**src/urp_pkg.sv**
```systemverilog
// shared constants and types of the ring indicator and power-save control block
// assumes a 40 MHz system clock and a 1 ms timing tick
`default_nettype none
package urp_pkg;

    // clock and tick timing
    localparam int CLK_PERIOD_NS  = 25;
    localparam int TICK_PERIOD_NS = 1_000_000;
    localparam int TICK_CYC       = TICK_PERIOD_NS / CLK_PERIOD_NS;

    // phase lengths in ms, one tick per ms
    localparam int RI_ON_MS    = 1000;
    localparam int RI_OFF_MS   = 4000;
    localparam int WAKE_MS     = 20;
    localparam int CYC_ON_MS   = 20;
    localparam int CYC_OFF_MS  = 2500;
    localparam int TICK_MS_NS  = TICK_PERIOD_NS / 1_000_000;
    localparam logic [11:0] RI_ON_TK   = 12'(RI_ON_MS / TICK_MS_NS);
    localparam logic [11:0] RI_OFF_TK  = 12'(RI_OFF_MS / TICK_MS_NS);
    localparam logic [11:0] WAKE_TK    = 12'(WAKE_MS / TICK_MS_NS);
    localparam logic [11:0] CYC_ON_TK  = 12'(CYC_ON_MS / TICK_MS_NS);
    localparam logic [11:0] CYC_OFF_TK = 12'(CYC_OFF_MS / TICK_MS_NS);

    // register byte offsets
    localparam logic [7:0] CTRL_OFS = 8'h00;
    localparam logic [7:0] STAT_OFS = 8'h04;

    // control fields
    localparam int CFG_LSB  = 0;
    localparam int FLOW_BIT = 2;
    localparam int SMS_BIT  = 3;
    localparam int EXT_BIT  = 4;
    localparam int INIT_BIT = 5;

    // status fields
    localparam int RI_BIT   = 0;
    localparam int UEN_BIT  = 1;
    localparam int LP_BIT   = 2;
    localparam int WAKE_BIT = 3;
    localparam int ERR_BIT  = 4;
    localparam int RTS_BIT  = 5;
    localparam int DTR_BIT  = 6;

    typedef enum logic [1:0] {RI_IDLE, RI_CALL_ON, RI_CALL_OFF, RI_PULSE} urp_ri_st_t;
    typedef enum logic [1:0] {PS_OFF, PS_CYCLIC, PS_RTS, PS_DTR} urp_ps_cfg_t;

    typedef struct packed {
        logic [15:0] tickCnt;
        urp_ri_st_t  riSt;
        logic [11:0] riCnt;
        logic        uartEn;
        logic        waking;
        logic        lowPwr;
        logic [11:0] psCnt;
        urp_ps_cfg_t psCfg;
        logic        flowOn;
        logic        smsRiEn;
        logic        extRiEn;
        logic        cfgErr;
        logic        wrPend;
        logic [7:0]  wrAddr;
        logic [31:0] rdata;
    } urp_state_t;

    // after reset: power save off, flow control on, indicator and uart idle/enabled
    localparam urp_state_t RST_STATE = '{
        tickCnt: 16'h0000, riSt: RI_IDLE, riCnt: 12'h000,
        uartEn: 1'b1, waking: 1'b0, lowPwr: 1'b0, psCnt: 12'h000,
        psCfg: PS_OFF, flowOn: 1'b1, smsRiEn: 1'b0, extRiEn: 1'b0,
        cfgErr: 1'b0, wrPend: 1'b0, wrAddr: 8'h00, rdata: 32'h0000_0000};

endpackage : urp_pkg
`default_nettype wire

```
**src/urp_sync_if.sv**
```systemverilog
// carrier between the pin synchroniser and the control block
// raw pin levels in, cleaned levels out
`timescale 1ns/10ps
`default_nettype none
interface urp_sync_if #(parameter int W = 2);
    logic [W-1:0] raw;
    logic [W-1:0] clean;
    modport ctl (output raw, input clean);
    modport syn (input raw, output clean);
endinterface : urp_sync_if
`default_nettype wire

```
**src/urp_pin_sync.sv**
```systemverilog
// three-stage synchroniser for asynchronous input pins
// a change is taken once the second and third stages agree; idle level is high
`timescale 1ns/10ps
`default_nettype none
module urp_pin_sync #(
    parameter int WIDTH = 2
) (
    // clock and reset
    input  wire logic clk_sys,
    input  wire logic sys_rst,
    // pins
    urp_sync_if.syn   sp
);
    typedef struct packed {
        logic [WIDTH-1:0] s1;
        logic [WIDTH-1:0] s2;
        logic [WIDTH-1:0] s3;
        logic [WIDTH-1:0] clean;
    } urp_sync_st_t;

    urp_sync_st_t st_q;
    urp_sync_st_t st_d;

    always_comb begin
        st_d    = st_q;
        st_d.s1 = sp.raw;
        st_d.s2 = st_q.s1;
        st_d.s3 = st_q.s2;
        // s1 feeds only s2: metastable bits never reach the comparison
        for (int i = 0; i < WIDTH; i++) begin
            if (st_q.s2[i] == st_q.s3[i]) begin
                st_d.clean[i] = st_q.s3[i];
            end
        end
    end

    always_ff @(posedge clk_sys or posedge sys_rst) begin
        if (sys_rst) begin
            st_q <= '1;
        end else begin
            st_q <= st_d;
        end
    end

    assign sp.clean = st_q.clean;
endmodule : urp_pin_sync
`default_nettype wire

```
**src/urp_ring_power.sv**
```systemverilog
// ring indicator and uart power-save control, AHB-Lite register slave
// assumes a uart core beside it that offers received characters and transmit requests
// How it works
// - after init the ring indicator sits inactive (high) until an event
// - pending call toggles indicator: 1 s active, 4 s inactive, stops on answer
// - textual ring messages run independently of indicator timing
// - with sms notify enabled each sms drives indicator active for 1 s
// - each sms restarts the pulse without a gap, stretching it past 1 s
// - call answered inside the first active second drops indicator at once
// - extended notify: each configured event asserts 1 s, restarted by further events
// - power-save config 0 keeps the uart always active; it is the default
// - config 1 cycles the uart between idle and active periods
// - configs 2 and 3 are governed by request-to-send and terminal-ready
// - with power save on, low power only when no activity needs the module
// - flow control on and request-to-send off holds outgoing data until reasserted
// - flow control off transmits without checking host readiness
// - config 1 without flow control: first char dropped, wakes uart after ~20 ms
// - config 2 is refused while flow control is enabled
// - config 2: characters received only while request-to-send is active
// - config 3: characters received only while terminal-ready is active
// - inactive-to-active control input enables uart about 20 ms later
// - clear-to-send low when uart enabled, high when disabled
// - config 1: uart on ~20 ms, then off 2.5 s without traffic
//
// The AHB-Lite slave port and the register offsets were chosen for this implementation.
`timescale 1ns/10ps
`default_nettype none
module urp_ring_power #(
    parameter int TICK_CYC = urp_pkg::TICK_CYC
) (
    // clock and reset
    input  wire logic        clk_sys,
    input  wire logic        sys_rst,
    // AHB-Lite slave
    input  wire logic        hsel,
    input  wire logic [31:0] haddr,
    input  wire logic [1:0]  htrans,
    input  wire logic        hwrite,
    input  wire logic [2:0]  hsize,
    input  wire logic [31:0] hwdata,
    input  wire logic        hready,
    output logic             hreadyout,
    output logic             hresp,
    output logic [31:0]      hrdata,
    // serial control pins, active low
    input  wire logic        rtsPin_n,
    input  wire logic        dtrPin_n,
    output logic             riPin_n,
    output logic             ctsPin_n,
    // notifying events
    input  wire logic        callPending,
    input  wire logic        smsArrival,
    input  wire logic        extEvent,
    // module activity
    input  wire logic        netBusy,
    input  wire logic        ifBusy,
    output logic             lowPower,
    // uart core handshake
    input  wire logic        rxValid,
    output logic             rxAccept,
    output logic             rxDrop,
    input  wire logic        txReq,
    output logic             txGo
);
    urp_pkg::urp_state_t q;
    urp_pkg::urp_state_t d;

    urp_sync_if #(.W(2)) pinIf ();

    logic                tick;
    logic                rtsOn;
    logic                dtrOn;
    logic                ctlOn;
    logic                rxOk;
    logic                traffic;
    logic                pulseEv;
    logic                initReq;
    logic                addrPh;
    logic                riActive;
    urp_pkg::urp_ps_cfg_t newCfg;
    logic                newFlow;
    logic [31:0]         rdMux;

    assign pinIf.raw = {dtrPin_n, rtsPin_n};

    urp_pin_sync #(
        .WIDTH (2)
    ) u_sync (
        .clk_sys (clk_sys),
        .sys_rst (sys_rst),
        .sp      (pinIf)
    );

    assign rtsOn = ~pinIf.clean[0];
    assign dtrOn = ~pinIf.clean[1];

    // handshakes to the uart core
    assign rxOk = q.uartEn
                  && (q.psCfg != urp_pkg::PS_RTS || rtsOn)
                  && (q.psCfg != urp_pkg::PS_DTR || dtrOn);
    assign rxAccept = rxValid && rxOk;
    assign rxDrop   = rxValid && !rxOk;
    // with flow control off nothing is checked, the host must keep up
    assign txGo     = txReq && (!q.flowOn || rtsOn);
    assign traffic  = rxAccept || txGo;
    assign ctlOn    = (q.psCfg == urp_pkg::PS_RTS) ? rtsOn : dtrOn;

    assign riActive = (q.riSt == urp_pkg::RI_CALL_ON) || (q.riSt == urp_pkg::RI_PULSE);

    // zero-wait slave, always OKAY
    assign hreadyout = 1'b1;
    assign hresp     = 1'b0;
    assign hrdata    = q.rdata;
    assign riPin_n   = ~riActive;
    assign ctsPin_n  = ~q.uartEn;
    assign lowPower  = q.lowPwr;
    assign addrPh    = hsel && htrans[1] && hready;

    always_comb begin
        rdMux = 32'h0000_0000;
        case (haddr[7:0])
            urp_pkg::CTRL_OFS: begin
                rdMux[urp_pkg::CFG_LSB +: 2] = q.psCfg;
                rdMux[urp_pkg::FLOW_BIT]     = q.flowOn;
                rdMux[urp_pkg::SMS_BIT]      = q.smsRiEn;
                rdMux[urp_pkg::EXT_BIT]      = q.extRiEn;
            end
            urp_pkg::STAT_OFS: begin
                rdMux[urp_pkg::RI_BIT]   = riActive;
                rdMux[urp_pkg::UEN_BIT]  = q.uartEn;
                rdMux[urp_pkg::LP_BIT]   = q.lowPwr;
                rdMux[urp_pkg::WAKE_BIT] = q.waking;
                rdMux[urp_pkg::ERR_BIT]  = q.cfgErr;
                rdMux[urp_pkg::RTS_BIT]  = rtsOn;
                rdMux[urp_pkg::DTR_BIT]  = dtrOn;
            end
            default: begin
                rdMux = 32'h0000_0000;
            end
        endcase
    end

    always_comb begin
        d       = q;
        initReq = 1'b0;
        newCfg  = urp_pkg::urp_ps_cfg_t'(hwdata[urp_pkg::CFG_LSB +: 2]);
        newFlow = hwdata[urp_pkg::FLOW_BIT];
        pulseEv = (smsArrival && q.smsRiEn) || (extEvent && q.extRiEn);
        tick    = (q.tickCnt == 16'(TICK_CYC - 1));
        d.tickCnt = tick ? 16'h0000 : q.tickCnt + 16'h0001;

        // bus: address phase, then register write in the data phase
        d.wrPend = addrPh && hwrite;
        if (addrPh) begin
            d.wrAddr = haddr[7:0];
        end
        if (addrPh && !hwrite) begin
            d.rdata = rdMux;
        end
        if (q.wrPend) begin
            case (q.wrAddr)
                urp_pkg::CTRL_OFS: begin
                    if (newCfg == urp_pkg::PS_RTS && newFlow) begin
                        d.cfgErr = 1'b1;
                    end else begin
                        d.psCfg  = newCfg;
                        d.flowOn = newFlow;
                    end
                    d.smsRiEn = hwdata[urp_pkg::SMS_BIT];
                    d.extRiEn = hwdata[urp_pkg::EXT_BIT];
                    initReq   = hwdata[urp_pkg::INIT_BIT];
                end
                urp_pkg::STAT_OFS: begin
                    if (hwdata[urp_pkg::ERR_BIT]) begin
                        d.cfgErr = 1'b0;
                    end
                end
                default: begin
                    d.cfgErr = q.cfgErr;
                end
            endcase
        end

        // ring indicator; the textual ring on the data line is not aligned to it
        case (q.riSt)
            urp_pkg::RI_IDLE: begin
                d.riCnt = 12'h000;
                if (callPending) begin
                    d.riSt = urp_pkg::RI_CALL_ON;
                end else if (pulseEv) begin
                    d.riSt = urp_pkg::RI_PULSE;
                end
            end
            urp_pkg::RI_CALL_ON: begin
                if (!callPending) begin
                    d.riSt = urp_pkg::RI_IDLE;
                end else if (tick) begin
                    if (q.riCnt == urp_pkg::RI_ON_TK - 12'h001) begin
                        d.riSt  = urp_pkg::RI_CALL_OFF;
                        d.riCnt = 12'h000;
                    end else begin
                        d.riCnt = q.riCnt + 12'h001;
                    end
                end
            end
            urp_pkg::RI_CALL_OFF: begin
                if (!callPending) begin
                    d.riSt = urp_pkg::RI_IDLE;
                end else if (pulseEv) begin
                    d.riSt  = urp_pkg::RI_PULSE;
                    d.riCnt = 12'h000;
                end else if (tick) begin
                    if (q.riCnt == urp_pkg::RI_OFF_TK - 12'h001) begin
                        d.riSt  = urp_pkg::RI_CALL_ON;
                        d.riCnt = 12'h000;
                    end else begin
                        d.riCnt = q.riCnt + 12'h001;
                    end
                end
            end
            urp_pkg::RI_PULSE: begin
                if (pulseEv) begin
                    d.riCnt = 12'h000;
                end else if (tick) begin
                    if (q.riCnt == urp_pkg::RI_ON_TK - 12'h001) begin
                        d.riSt  = urp_pkg::RI_IDLE;
                        d.riCnt = 12'h000;
                    end else begin
                        d.riCnt = q.riCnt + 12'h001;
                    end
                end
            end
            default: begin
                d.riSt = urp_pkg::RI_IDLE;
            end
        endcase

        // uart power-save control
        case (q.psCfg)
            urp_pkg::PS_OFF: begin
                d.uartEn = 1'b1;
                d.waking = 1'b0;
                d.psCnt  = 12'h000;
            end
            urp_pkg::PS_CYCLIC: begin
                if (q.waking) begin
                    if (tick) begin
                        d.psCnt = q.psCnt + 12'h001;
                        if (q.psCnt == urp_pkg::WAKE_TK - 12'h001) begin
                            d.waking = 1'b0;
                            d.uartEn = 1'b1;
                            d.psCnt  = 12'h000;
                        end
                    end
                end else if (q.uartEn) begin
                    if (traffic) begin
                        d.psCnt = 12'h000;
                    end else if (tick) begin
                        d.psCnt = q.psCnt + 12'h001;
                        if (q.psCnt == urp_pkg::CYC_ON_TK - 12'h001) begin
                            d.uartEn = 1'b0;
                            d.psCnt  = 12'h000;
                        end
                    end
                end else if (rxValid && !q.flowOn) begin
                    d.waking = 1'b1;
                    d.psCnt  = 12'h000;
                end else if (txReq) begin
                    // outgoing data opens the uart early
                    d.uartEn = 1'b1;
                    d.psCnt  = 12'h000;
                end else if (tick) begin
                    d.psCnt = q.psCnt + 12'h001;
                    if (q.psCnt == urp_pkg::CYC_OFF_TK - 12'h001) begin
                        d.uartEn = 1'b1;
                        d.psCnt  = 12'h000;
                    end
                end
            end
            default: begin
                // request-to-send or terminal-ready governs the uart
                if (!ctlOn) begin
                    d.uartEn = 1'b0;
                    d.waking = 1'b0;
                    d.psCnt  = 12'h000;
                end else if (!q.uartEn && !q.waking) begin
                    d.waking = 1'b1;
                    d.psCnt  = 12'h000;
                end else if (q.waking && tick) begin
                    d.psCnt = q.psCnt + 12'h001;
                    if (q.psCnt == urp_pkg::WAKE_TK - 12'h001) begin
                        d.waking = 1'b0;
                        d.uartEn = 1'b1;
                        d.psCnt  = 12'h000;
                    end
                end
            end
        endcase

        // low power needs every activity source quiet
        d.lowPwr = (q.psCfg != urp_pkg::PS_OFF) && !q.uartEn && !q.waking
                   && !netBusy && !ifBusy && !txReq;

        // init clears the tick counter and parks the indicator
        if (initReq) begin
            d.tickCnt = 16'h0000;
            d.riSt    = urp_pkg::RI_IDLE;
            d.riCnt   = 12'h000;
        end
    end

    always_ff @(posedge clk_sys or posedge sys_rst) begin
        if (sys_rst) begin
            q <= urp_pkg::RST_STATE;
        end else begin
            q <= d;
        end
    end
endmodule : urp_ring_power
`default_nettype wire

```
**config.mk**
```make
export PLATFORM = sky130hd
export DESIGN_NAME = urp_ring_power
export DESIGN_NICKNAME = d
export VERILOG_FILES = /design/src/urp_pkg.sv /design/src/urp_sync_if.sv /design/src/urp_pin_sync.sv /design/src/urp_ring_power.sv
export SDC_FILE = /design/constraint.sdc
export NUM_CORES = 1
export LEC_CHECK = 0
export BUFFER_PORTS_ARGS = -buffer_cell sky130_fd_sc_hd__buf_4
export CORE_ASPECT_RATIO = 0.7
export CORE_MARGIN = 10
export CORE_UTILIZATION = 56
export DETAILED_ROUTE_END_ITERATION = 8
export PLACE_DENSITY = 0.85
export SYNTH_ARGS = -nofsm -noshare
export SYNTH_HDL_FRONTEND = slang
export SYNTH_SLANG_ARGS = --single-unit
export TNS_END_PERCENT = 10
```
**constraint.sdc**
```tcl
create_clock -name clk_sys -period 4.7 [get_ports clk_sys]
set_clock_uncertainty 0.1 [all_clocks]
set_input_delay 0.47 -clock clk_sys [delete_from_list [all_inputs] [get_ports clk_sys]]
set_output_delay 0.47 -clock clk_sys [all_outputs]
set_load 0.005 [all_outputs]
```
==> results of run 1 <==
## per-layer routing
| metal | global-route usage [%] | vias to the layer above | wire, microns |
|---|---|---|---|
| li1 | - | 1665 | - |
| met1 | 23.96 | 1638 | 4442 |
| met2 | 26.62 | 188 | 4402 |
| met3 | 5.640 | 25 | 1158 |
| met4 | 6.597 | 0 | 184 |
| met5 | 0 | - | 0 |
## sequential cells by signal, summed over array words and instances, names as in the netlist
name and count:
u_sync.st_d 4, hrdata 7, lowPower 1, u_sync.sp.clean 2
q 59, u_sync.st_q 2
## final cells by class
cell class,instances,area share (%)
multi-input cells,351,44.95
flip-flops and latches,75,40.59
repair buffers,42,6.774
clock buffers,10,2.957
well taps,98,2.634
inverters,15,1.210
clock inverters,6,0.8871
## cell usage in the layout, fill, tap and decap left out, drive strengths merged, types with 4 or more instances in the layout
cell    instances
nor3           10
o31ai           8
and2            9
clkbuf         10
mux2            8
dfstp          10
o21ai          36
nand2b          7
nand4          10
nand3          18
mux2i           6
a21oi          22
nor2           38
inv            15
nand2          52
nand3b          4
conb           27
nor4b           4
and3            6
and4            4
nor4            8
xnor2           5
xor2            8
dfrtp          65
nor2b           6
or3             5
buf            42
## metrics by stage
step	instances	instance area (sq um)	utilization (%)	hold WS, ns
after floorplan	486	4348	-	0.2452
after global placement	581	4476	60.87	0.2506
after detailed placement	581	4476	60.87	0.2500
after CTS	597	4654	63.31	0.09092
after global routing	597	4654	63.31	0.09031
final	597	4654	63.31	0.1052
## cells by family after synthesis
logic type,count (synthesis)
AOI/OAI and AO/OA,95
xor gates and xnor gates,13
adders and majority gates,5
buffers and inverters,60
DFF,75
muxes,14
other,2
and+or+nand+nor,197
## synth_stat cells (7+ instances only)
master    instances
dfrtp_1          65
nor4_1            7
mux2_2            8
o21ai_0          28
xor2_1            8
o31ai_1           8
and2_1            9
nor2_1           37
a21oi_1          22
inv_1            15
nand3_1          18
dfstp_2          10
nand2_1          51
nor3_1            9
nand2b_1          7
buf_4            35
o21ai_1           7
nand4_1          10
## final timing paths
check,from,to,slack [ns]
setup / recovery,q[62],q[72],2.06
hold / removal,rtsPin_n,u_sync.st_d[4],0.11
setup reg to reg,q[62],q[72],2.06
hold reg to reg,u_sync.st_d[5],u_sync.st_d[3],0.26
max in group asynchronous,sys_rst,u_sync.st_d[3],3.34
min in group asynchronous,sys_rst,q[42],0.16
## where the power goes
part           internal [mW]  leakage (nW)  switching (mW)
Sequential             0.727         0.953           0.106
Clock                  0.204        0.0843           0.248
Combinational          0.170         0.990           0.240
==> metrics.md, run 1 <==
| Metric | Value |
|---|---|
| Die Y | `about 93 microns` |
| Worst-skew pair later-pin latency | `around 0.37 ns` |
| Max Slew Vio Count | `0` |
| Number of cells on the critical path | `7` |
| # IOs | `approximately 120` |
| TritonCTS clock tree | `built` |
| RD Place Congestion | `0.9127` |
| Worst setup SP type | `flop` |
| Remaining Overflow, GRT | `0` |
| Via count | `between 3000 and 4000` |
| Routed wire per std cell | `between 15 and 20 microns` |
| Initial antenna violation count | `0` |
| Register Area | `1889 sq um` |
| CP top delay family | `simple AND/OR/NAND/NOR gates` |
| Relative slew slack | `between 40 and 50%` |
| Worst Tran Pin Value | `roughly 0.9 ns` |
| Crit-path most repeated cell | `and4_1` |
| Synthesis-to-finish area growth | `9.412%` |
| CP bufs+invs | `0` |
| # resized after CTS | `0` |
| Area fraction of the dominant cell type after synthesis | `a little under two fifths` |
| Cts bufs inserted | `9` |
| Total setup buffers inserted after CTS | `0` |
| Vias per cell | `5.889` |
| Outcome | `finished clean` |
| Post-synthesis xor/xnor area fraction | `between 2 and 3%` |
| Multiplexer share of the synthesized area | `3.529%` |
| Core Area | `~7400 sq um` |
| Number of synthesized register bits | `between 70 and 80` |
| EDFF count, synth | `0` |
| Worst EP arrival | `around 2.8 ns` |
| Fraction of layout cells with a size suffix above 1 | `~18%` |
| Compound-Gate Fraction of Synth Area | `14.03%` |
| Final setup viols | `0` |
| Top_reg_cell synth | `dfrtp_1` |
| H-tree Lvls | `3` |
| Post-synthesis sequential area ratio | `44.41%` |
| Worst path slowest cell | `a221o_1` |
| Rows | `26` |
| Clock buffer depth | `2` |
| Adder-Cell Fraction of Synth Area | `around 1.4%` |
| Die Wd | `roughly 120 microns` |
| Reg2Reg Depth | `7` |
| Power Density | `approximately 360 nW/um^2` |
| Final Hold Fails | `0` |
| RSZ-0062 raised after global routing | `no` |
| Max-cap viol count | `0` |
| Hold crit path type | `primary input to flop` |
| Tot Pwr | `around 1.7 mW` |
| Multi-input gate area | `approximately 2100 sq um` |
| Largest net degree at the start of global routing | `39` |
| Worst setup EP type | `flop` |
| I/O Buffers | `between 40 and 50` |
| Largest family of logic cells by synthesized area | `simple AND/OR/NAND/NOR gates` |
| Main area contributors after synthesis | `dfrtp_1, buf_4, dfstp_2` |
| Global-route wire length before repair | `16590 microns` |
| Antenna Violating Nets Remaining | `0` |
| DRC | `0` |
| CTS Hold Buffers Added | `0` |
| Slowest Stage Delay on Critical Path | `0.46 ns` |
| Setup_tns | `0 ns` |
| Synth warnings | `0` |
| Fill cell count | `632` |
| Clock-pin slew on the worst setup and hold paths | `around 0.080 ns` |
| Post-synthesis simple-gate area fraction | `between 20% and 30%` |
| Synthesized instance count | `461` |
| Distinct cells, synth | `67` |
| Static leakage | `approximately 2.0 nW` |
| Cell Chain, Critical Path | `ha_1 > and4_1 > and4_1 > a221o_1 > nor2_2 > nand2_2 > o31ai_1` |
| Final worst slack | `~2.1 ns` |
| Max Clock Freq | `around 0.38 GHz` |
| Min cycle time layout | `around 2.6 ns` |
| Die area | `between 10000 and 15000 sq um` |
| Inserted Diodes | `0` |
| Hold Crit Depth | `1` |
| Asr flop ratio synth | `100.0%` |
| Area leader, netlist | `dfrtp_1` |
| Critical path peak fanout | `10` |
| Total track usage | `between 15 and 20%` |
| Cell Area, Synth | `about 4300 sq um` |
| Vias in the first global route | `around 3300` |
| Detailed Route WL | `10190 microns` |
| DRT Pass-1 Iters | `5` |
| Worst slack at placement | `2.100 ns` |
| Peak supply drop | `~240 uV` |
| # nets final | `580` |
| Required time worst endpoint | `just under 5 ns` |
| CTS Sinks | `75` |
| Final worst path period share | `56.21%` |
| HPWL Detailed | `around 7600 microns` |
| CTS Root Cell | `clkbuf_8` |
| Iteration-0 DRC count of the detailed router | `327` |
| Mean Syn Cell Area | `between 9 and 10 sq um` |
| Initial Util | `57.86%` |
| Critical path class | `flop to flop` |
(Power assumes the default switching activity.)
==> inputs of run 2 (changes only) <==
--- a/config.mk
+++ b/config.mk
@@ -8,9 +8,9 @@
 export BUFFER_PORTS_ARGS = -buffer_cell sky130_fd_sc_hd__buf_4
 export CORE_ASPECT_RATIO = 0.7
 export CORE_MARGIN = 10
-export CORE_UTILIZATION = 56
+export CORE_UTILIZATION = 47
 export DETAILED_ROUTE_END_ITERATION = 8
-export PLACE_DENSITY = 0.85
+export PLACE_DENSITY = 0.76
 export SYNTH_ARGS = -nofsm -noshare
 export SYNTH_HDL_FRONTEND = slang
 export SYNTH_SLANG_ARGS = --single-unit
==> constraint.sdc (replaced) <==
create_clock -name clk_sys -period 2.2 [get_ports clk_sys]
set_clock_uncertainty 0.1 [all_clocks]
set_input_delay 0.22 -clock clk_sys [delete_from_list [all_inputs] [get_ports clk_sys]]
set_output_delay 0.22 -clock clk_sys [all_outputs]
set_load 0.005 [all_outputs]
==> run 2 against run 1 <==
Net effect:
- the flow now finishes with violations (negative setup slack)
- routed wire length increased by 13%
- setup slack got worse by 2.1 ns
- sequential power up 110%
- power grew to 2.9 times the previous value
- cell count is 13% higher
- clock power increased to 3.9 times the previous value
- worst hold slack worse by 0.082 ns
- sequential share of layout area is 6.5 points lower
- flip-flop and latch count unchanged
- critical path type unchanged
==> metrics.md, run 2 (synthesis gave the netlist of run 1 again) <==
| Metric | Value |
|---|---|
| Outcome | `finished with violations` |
| Failing checks | `negative setup slack` |
| Die area | `13320 sq um (+15%)` |
| Largest Register | `q` |
| # nets final | `636 (+9.7%)` |
| Max Slew Vio Count | `0 (unchanged)` |
| Worst-skew pair later-pin latency | `0.34 ns (-0.03 ns)` |
| Reg2Reg Depth | `6 (-1)` |
| Final Hold Fails | `0 (unchanged)` |
| Inserted Diodes | `0 (unchanged)` |
| Final setup viols | `18 (+18)` |
| Number of cells on the critical path | `6 (-1)` |
| Register Area | `1889 sq um (unchanged)` |
| Die Y | `99.60 microns (+7.2%)` |
| Via count | `3841 (+9.2%)` |
| RD Place Congestion | `0.8852 (-3.0%)` |
| Clock buffer depth | `2 (unchanged)` |
| Final worst path period share | `101.4% (+45 points)` |
| CTS Root Cell | `clkbuf_16` |
| DRC | `0 (unchanged)` |
| Worst EP arrival | `2.33 ns (-0.47 ns)` |
| Hold Crit Depth | `2 (+1)` |
| H-tree Lvls | `3 (unchanged)` |
| CP top delay family | `simple AND/OR/NAND/NOR gates` |
| Worst Tran Pin Value | `0.6353 ns (-0.2506 ns)` |
| HPWL Detailed | `8443 microns (+11%)` |
| Worst setup EP type | `flop` |
| Iteration-0 DRC count of the detailed router | `396 (+21%)` |
| Vias in the first global route | `3767 (+12%)` |
| CTS Sinks | `75 (unchanged)` |
| Most common cell after layout, fill and taps aside | `buf_4` |
| Critical path peak fanout | `5 (-5)` |
| Met3 wire len | `1089 microns (-6.0%)` |
| Fraction of layout cells with a size suffix above 1 | `31.17% (+13 points)` |
| Static leakage | `2.465 nW (+22%)` |
| Slowest Stage Delay on Critical Path | `0.62 ns (+0.16 ns)` |
| Vias per cell | `5.690 (-3.4%)` |
| Fill cell count | `687 (+8.7%)` |
| Initial antenna violation count | `0 (unchanged)` |
| CP bufs+invs | `0 (unchanged)` |
| Global-route wire length before repair | `18840 microns (+14%)` |
| Highest-count cells in the layout ignoring fill and taps | `buf_4, dfrtp_1, nand2_1` |
| P_sw | `1.505 mW (+150%)` |
| # IOs | `123 (unchanged)` |
| Total track usage | `17.28% (-0.66 points)` |
| Routed wire per std cell | `17.11 microns (+0.30%)` |
| DR WL met2 | `5177 microns (+18%)` |
| Multi-input gate area | `2288 sq um (+9.4%)` |
| Cts bufs inserted | `9 (unchanged)` |
| Synthesis-to-finish area growth | `30.26%` |
| Max reg flops | `59 (unchanged)` |
| Final instance area | `5542 sq um (+19%)` |
| Final worst slack | `-0.03033 ns (-2.089 ns)` |
| Worst slack at placement | `-0.1676 ns (-2.267 ns)` |
| Placed insts | `645 (+11%)` |
| Largest net degree at the start of global routing | `28 (-28%)` |
| I/O Buffers | `41 (unchanged)` |
| Max-cap viol count | `0 (unchanged)` |
| Hold crit path type | `primary input to flop` |
| Non-filler cells, final | `675 (+13%)` |
| Antenna Violating Nets Remaining | `0 (unchanged)` |
| Sw Share | `30.91% (-4.1 points)` |
| Routed length on met1 | `5143 microns (+16%)` |
| Critical path class | `flop to flop` |
| DR top layer | `met4` |
| Worst path slowest cell | `or4_4` |
| RSZ-0062 raised after global routing | `yes` |
| DRT Pass-1 Iters | `6 (+1)` |
| Remaining Overflow, GRT | `0 (unchanged)` |
| Initial Util | `49.36% (-8.5 points)` |
| Min cycle time layout | `2.230 ns (-0.4114 ns)` |
| Relative slew slack | `57.56% (+17 points)` |
| Required time worst endpoint | `2.30 ns (-2.56 ns)` |
| Max Clock Freq | `0.4484 GHz (+18%)` |
| Worst setup SP type | `flop` |
| Clock-pin slew on the worst setup and hold paths | `0.06 ns (-0.02 ns)` |
| Rows | `28 (+7.7%)` |
| Die Wd | `133.7 microns (+7.7%)` |
| Core Area | `8618 sq um (+17%)` |
| TritonCTS clock tree | `built` |
| Power Density | `878.5 nW/um^2 (+140%)` |
| Dpl cell area | `4862 sq um (+8.6%)` |
| Clock share of power | `35.9% (+9.2 points)` |
| Combinational group share of total power | `28.6% (+4.4 points)` |
| Internal power | `3.364 mW (+210%)` |
| Cell Chain, Critical Path | `or4b_4 > or4_4 > nand2_4 > nand2b_4 > o21ai_2 > a21oi_1` |
| Part of the power in registers | `35.5% (-14 points)` |
| Peak supply drop | `607.5 uV (+150%)` |
| Detailed Route WL | `11550 microns (+13%)` |
run 2: repair_timing:
action | CTS | global route
hold buffers | 7 | 0
setup buffers | 4 | 2
pin swaps | 20 | 17
hold endpoints to repair | 27 | 0
gates resized for setup | 26 | 27
cloned | 1 | 0
endpoints found under the setup margin | 35 | 42
run 2: worst reg2reg max path: stages (launching register included):
cell and delay, ns:
dfrtp_1 0.37, or4b_4 0.58, or4_4 0.62, nand2_4 0.14
nand2b_4 0.08, o21ai_2 0.13, a21oi_1 0.09
run 2: final cells by class:
class,instances,share of cell area [%]
flip-flops and latches,75,34.09
clock buffers,12,4.629
repair buffers,97,14.43
multi-input cells,352,41.30
clock inverters,4,1.761
well taps,120,2.709
inverters,15,1.084
run 2: power by group through the flow:
stage               registers, mW  clock network, mW  logic (mW)
finish                       1.73               1.75        1.39
global route                 1.75               1.83        1.52
CTS                          1.72               1.77        1.30
detailed placement           1.73                  0        1.13
global placement             1.72                  0        1.07
floorplan                    1.70                  0       0.761
run 2: stage by stage:
step           hold slack (ns)  power, mW  setup TNS [ns]  util (%)
2_1_floorplan           0.1245      2.460               0         -
3_3_place_gp            0.2292      2.793          -1.318     56.42
3_5_place_dp            0.2297      2.863          -2.127     56.42
4_1_cts                0.01432      4.797         -0.1108     63.01
5_1_grt                0.01901      5.101          -1.402     64.30
6_report               0.02292      4.869         -0.1640     64.30
run 2: routing by layer:
| metal | GRT usage (%) | vias up |
|---|---|---|
| met3 | 5.930 | 12 |
| met1 | 22.05 | 1875 |
| li1 | - | 1782 |
| met2 | 26.94 | 172 |
| met4 | 5.588 | 0 |
| met5 | 0 | - |
run 2: path summary, 6_finish.rpt:
kind | from | to | slack, ns
setup / recovery | q[83] | q[54] | -0.03
hold / removal | haddr[5] | q[37] | 0.02
setup reg to reg | q[83] | q[54] | -0.03
hold reg to reg | u_sync.st_d[4] | u_sync.st_d[2] | 0.26
max in group asynchronous | sys_rst | q[61] | 0.98
min in group asynchronous | sys_rst | q[36] | 0.42
==> inputs of run 3 (changes only) <==
--- a/config.mk
+++ b/config.mk
@@ -13,5 +13,6 @@
 export PLACE_DENSITY = 0.76
 export SYNTH_ARGS = -nofsm -noshare
 export SYNTH_HDL_FRONTEND = slang
+export SYNTH_HIERARCHICAL = 1
 export SYNTH_SLANG_ARGS = --single-unit
 export TNS_END_PERCENT = 10
==> run 3 against run 2 <==
Net effect:
- the run now ends clean
- combinational power down 28%
- design area down 5.3%
- first-iteration DRC count down 39%
- register-to-register slack better by 0.04 ns
- critical path depth unchanged
- cell count down 3.6%
- synthesized cell count down 0.65%
- count of clock-buffer cells in the layout down 2
- worst hold slack worse by 0.0012 ns
- area after synthesis up 1.0%
- routed wire length down 10%
- setup slack better by 0.043 ns
==> metrics.md, run 3 <==
| Metric | Value |
|---|---|
| Outcome | `finished clean` |
| Inserted Diodes | `0 (unchanged)` |
| I/O Buffers | `41 (unchanged)` |
| Hold crit path type | `primary input to flop` |
| Max reg flops | `59 (unchanged)` |
| Routed wire per std cell | `15.94 microns (-6.8%)` |
| Critical path class | `flop to flop` |
| Combinational group share of total power | `21.7% (-6.9 points)` |
| Final Hold Fails | `0 (unchanged)` |
| WHS Endpoint | `q[43]` |
| Max Slew Vio Count | `0 (unchanged)` |
| Cts bufs inserted | `9 (unchanged)` |
| Internal power | `3.299 mW (-1.9%)` |
| Reg2Reg Depth | `6 (unchanged)` |
| # nets final | `608 (-4.4%)` |
| EDFF count, synth | `0 (unchanged)` |
| RSZ-0062 raised after global routing | `yes` |
| CTS Sinks | `75 (unchanged)` |
| Non-filler cells, final | `651 (-3.6%)` |
| Detailed Route WL | `10380 microns (-10%)` |
| Part of the power in registers | `38.8% (+3.3 points)` |
| HP Start | `hwdata[3]` |
| Reg-to-Reg End | `q[75]` |
| Vias per cell | `5.407 (-5.0%)` |
| CTS Root Cell | `clkbuf_16` |
| Synthesized instance count | `458 (-0.65%)` |
| Final setup viols | `0 (-18)` |
| Core Area | `8999 sq um (+4.4%)` |
| Worst EP arrival | `2.36 ns (+0.03 ns)` |
| Synth warnings | `6 (+6)` |
| Setup_tns | `0 ns (+0.1640 ns)` |
| Total track usage | `15.93% (-1.3 points)` |
| Via count | `3520 (-8.4%)` |
| Rows | `29 (+3.6%)` |
| Placed insts | `630 (-2.3%)` |
| Iteration-0 DRC count of the detailed router | `241 (-39%)` |
| Sw Share | `28.40% (-2.5 points)` |
| DRC | `0 (unchanged)` |
| Total setup buffers inserted after CTS | `0 (-4)` |
| Cell Area, Synth | `4298 sq um (+1.0%)` |
| Distinct cells, synth | `62 (-7.5%)` |
| Global-route wire length before repair | `17730 microns (-5.9%)` |
| Vias in the first global route | `3663 (-2.8%)` |
| Mean Syn Cell Area | `9.384 sq um (+1.7%)` |
| Clock buffer depth | `2 (unchanged)` |
| Main area contributors after synthesis | `dfrtp_1, buf_4, dfstp_2` |
| Highest-count cells in the layout ignoring fill and taps | `buf_4, dfrtp_1, nor2_1` |
| Power Density | `877.5 nW/um^2 (-0.12%)` |
| Clock share of power | `39.4% (+3.5 points)` |
| Largest Register | `q` |
| Required time worst endpoint | `2.37 ns (+0.07 ns)` |
| Initial Util | `47.76% (-1.6 points)` |
| Antenna Violating Nets Remaining | `0 (unchanged)` |
| Hold WS | `0.02173 ns (-0.001183 ns)` |
| Peak supply drop | `579.9 uV (-4.5%)` |
| TritonCTS clock tree | `built` |
| Initial antenna violation count | `0 (unchanged)` |
| RD Place Congestion | `0.8796 (-0.63%)` |
| DRT Pass-1 Iters | `5 (-1)` |
| Clock-pin slew on the worst setup and hold paths | `0.06 ns (about the same)` |
| Worst setup SP type | `flop` |
| Top_reg_cell synth | `dfrtp_1` |
| HPWL Detailed | `7323 microns (-13%)` |
| FF-to-FF Start | `q[73]` |
| # IOs | `123 (unchanged)` |
| Post-synthesis sequential area ratio | `43.96% (-0.45 points)` |
| Worst-skew pair later-pin latency | `0.34 ns (about the same)` |
| R2R setup slack | `0.01 ns (+0.04 ns)` |
| P_sw | `1.308 mW (-13%)` |
| Die Wd | `134.3 microns (+0.44%)` |
| Worst setup EP type | `flop` |
| Area fraction of the dominant cell type after synthesis | `37.85% (-0.39 points)` |
| Min cycle time layout | `2.187 ns (-0.04302 ns)` |
| Asr flop ratio synth | `100.0% (unchanged)` |
| Die Y | `100.0 microns (+0.41%)` |
| Max Clock Freq | `0.4572 GHz (+2.0%)` |
| Critical path peak fanout | `4 (-1)` |
| Die area | `13430 sq um (+0.85%)` |
| Max-cap viol count | `0 (unchanged)` |
| Synthesis-to-finish area growth | `22.15%` |
| Final worst path period share | `99.42% (-2.0 points)` |
| Hold Crit Depth | `2 (unchanged)` |
| Number of synthesized register bits | `75 (unchanged)` |
| Post-synth top cells | `dfrtp_1, nor2_1, nand2_1, buf_4, o21ai_0` |
| Count leader, synth | `dfrtp_1` |
| Static leakage | `2.404 nW (-2.5%)` |
| Largest net degree at the start of global routing | `68 (+140%)` |
| H-tree Lvls | `3 (unchanged)` |
| Area leader, netlist | `dfrtp_1` |
| Fraction of layout cells with a size suffix above 1 | `25.81% (-5.4 points)` |
| Remaining Overflow, GRT | `0 (unchanged)` |
| Most common cell after layout, fill and taps aside | `buf_4` |
## run 3: cell count changes in the layout (fill, tap and decap cells not counted), moves of 6 or more
cell / before / now
nor2_1: 36 / 49
o21ai_1: 11 / 3
a22oi_1: 1 / 7
and2_1: 9 / 1
nand2_1: 49 / 42
o21ai_2: 6 / 0
and3_1: 5 / 12
buf_4: 85 / 69
nor3_1: 7 / 14
o21ai_0: 18 / 26
## run 3: cells by family after synthesis
logic type	Yosys count	share of synthesized area, %
XOR/XNOR	17	3.465
other	2	0.1747
multiplexers	19	4.745
buffers and inverters	67	9.811
flip-flops	75	43.96
AO/OA/AOI/OAI	80	12.58
adder cells (fa/ha/maj)	5	1.397
AND/OR/NAND/NOR	193	23.87
## run 3: what timing repair did
action                     in CTS  in global routing
hold endpoints to repair       76                  0
gates resized for setup         3                 18
pin swaps                       0                  1
hold buffers                    5                  0
setup endpoints to repair      21                 25
## run 3: worst max path at each step
stage	from	to	slack [ns]
floorplan	u_sync/sp.clean[0]	q[54]	0.14
global placement	q[43]	q[71]	-0.09
detailed placement	q[43]	q[71]	-0.14
CTS	q[77]	q[50]	0.005
global route	q[73]	q[75]	-0.13
finish	q[73]	q[75]	0.01
## run 3: per-layer routing
metal / up-vias / GRT usage [%] / share of wire [%]
met5: - / 0 / 0
met3: 26 / 4.441 / 6.1
met2: 119 / 26.50 / 48
met1: 1684 / 19.36 / 44
met4: 0 / 6.005 / 1.9
li1: 1691 / - / -
## run 3: worst max-delay path, cell delays in order (launching register included)
cell and delay, ns:
dfrtp_1 0.43, or4_4 0.56, nor4_4 0.22, o22ai_1 0.11
a21o_1 0.20, or3_4 0.37, a21oi_2 0.13
## run 3: area by class of cell
class,count,area [sq um]
fillers,745,3749
multi-input cells,341,2160
flip-flops and latches,75,1889
repair buffers,76,599.3
clock buffers,10,239.0
well taps,124,155.1
clock inverters,6,136.4
inverters,19,71.32
## run 3: power by group through the flow
stage / Combinational [mW] / Clock, mW / Sequential, mW
global placement: 0.885 / 0 / 1.77
floorplan: 0.726 / 0 / 1.72
detailed placement: 0.926 / 0 / 1.78
CTS: 0.948 / 1.85 / 1.77
global route: 1.13 / 1.91 / 1.81
finish: 1.00 / 1.82 / 1.79
## run 3: through the flow
step | power, mW | util, % | cell area, sq um | setup WS, ns
2_1_floorplan | 2.443 | - | 4392 | 0.1407
3_3_place_gp | 2.657 | 52.70 | 4742 | -0.09125
3_5_place_dp | 2.710 | 52.70 | 4742 | -0.1377
4_1_cts | 4.565 | 57.59 | 5182 | 0.004571
5_1_grt | 4.854 | 58.34 | 5250 | -0.1349
6_report | 4.607 | 58.34 | 5250 | 0.01269
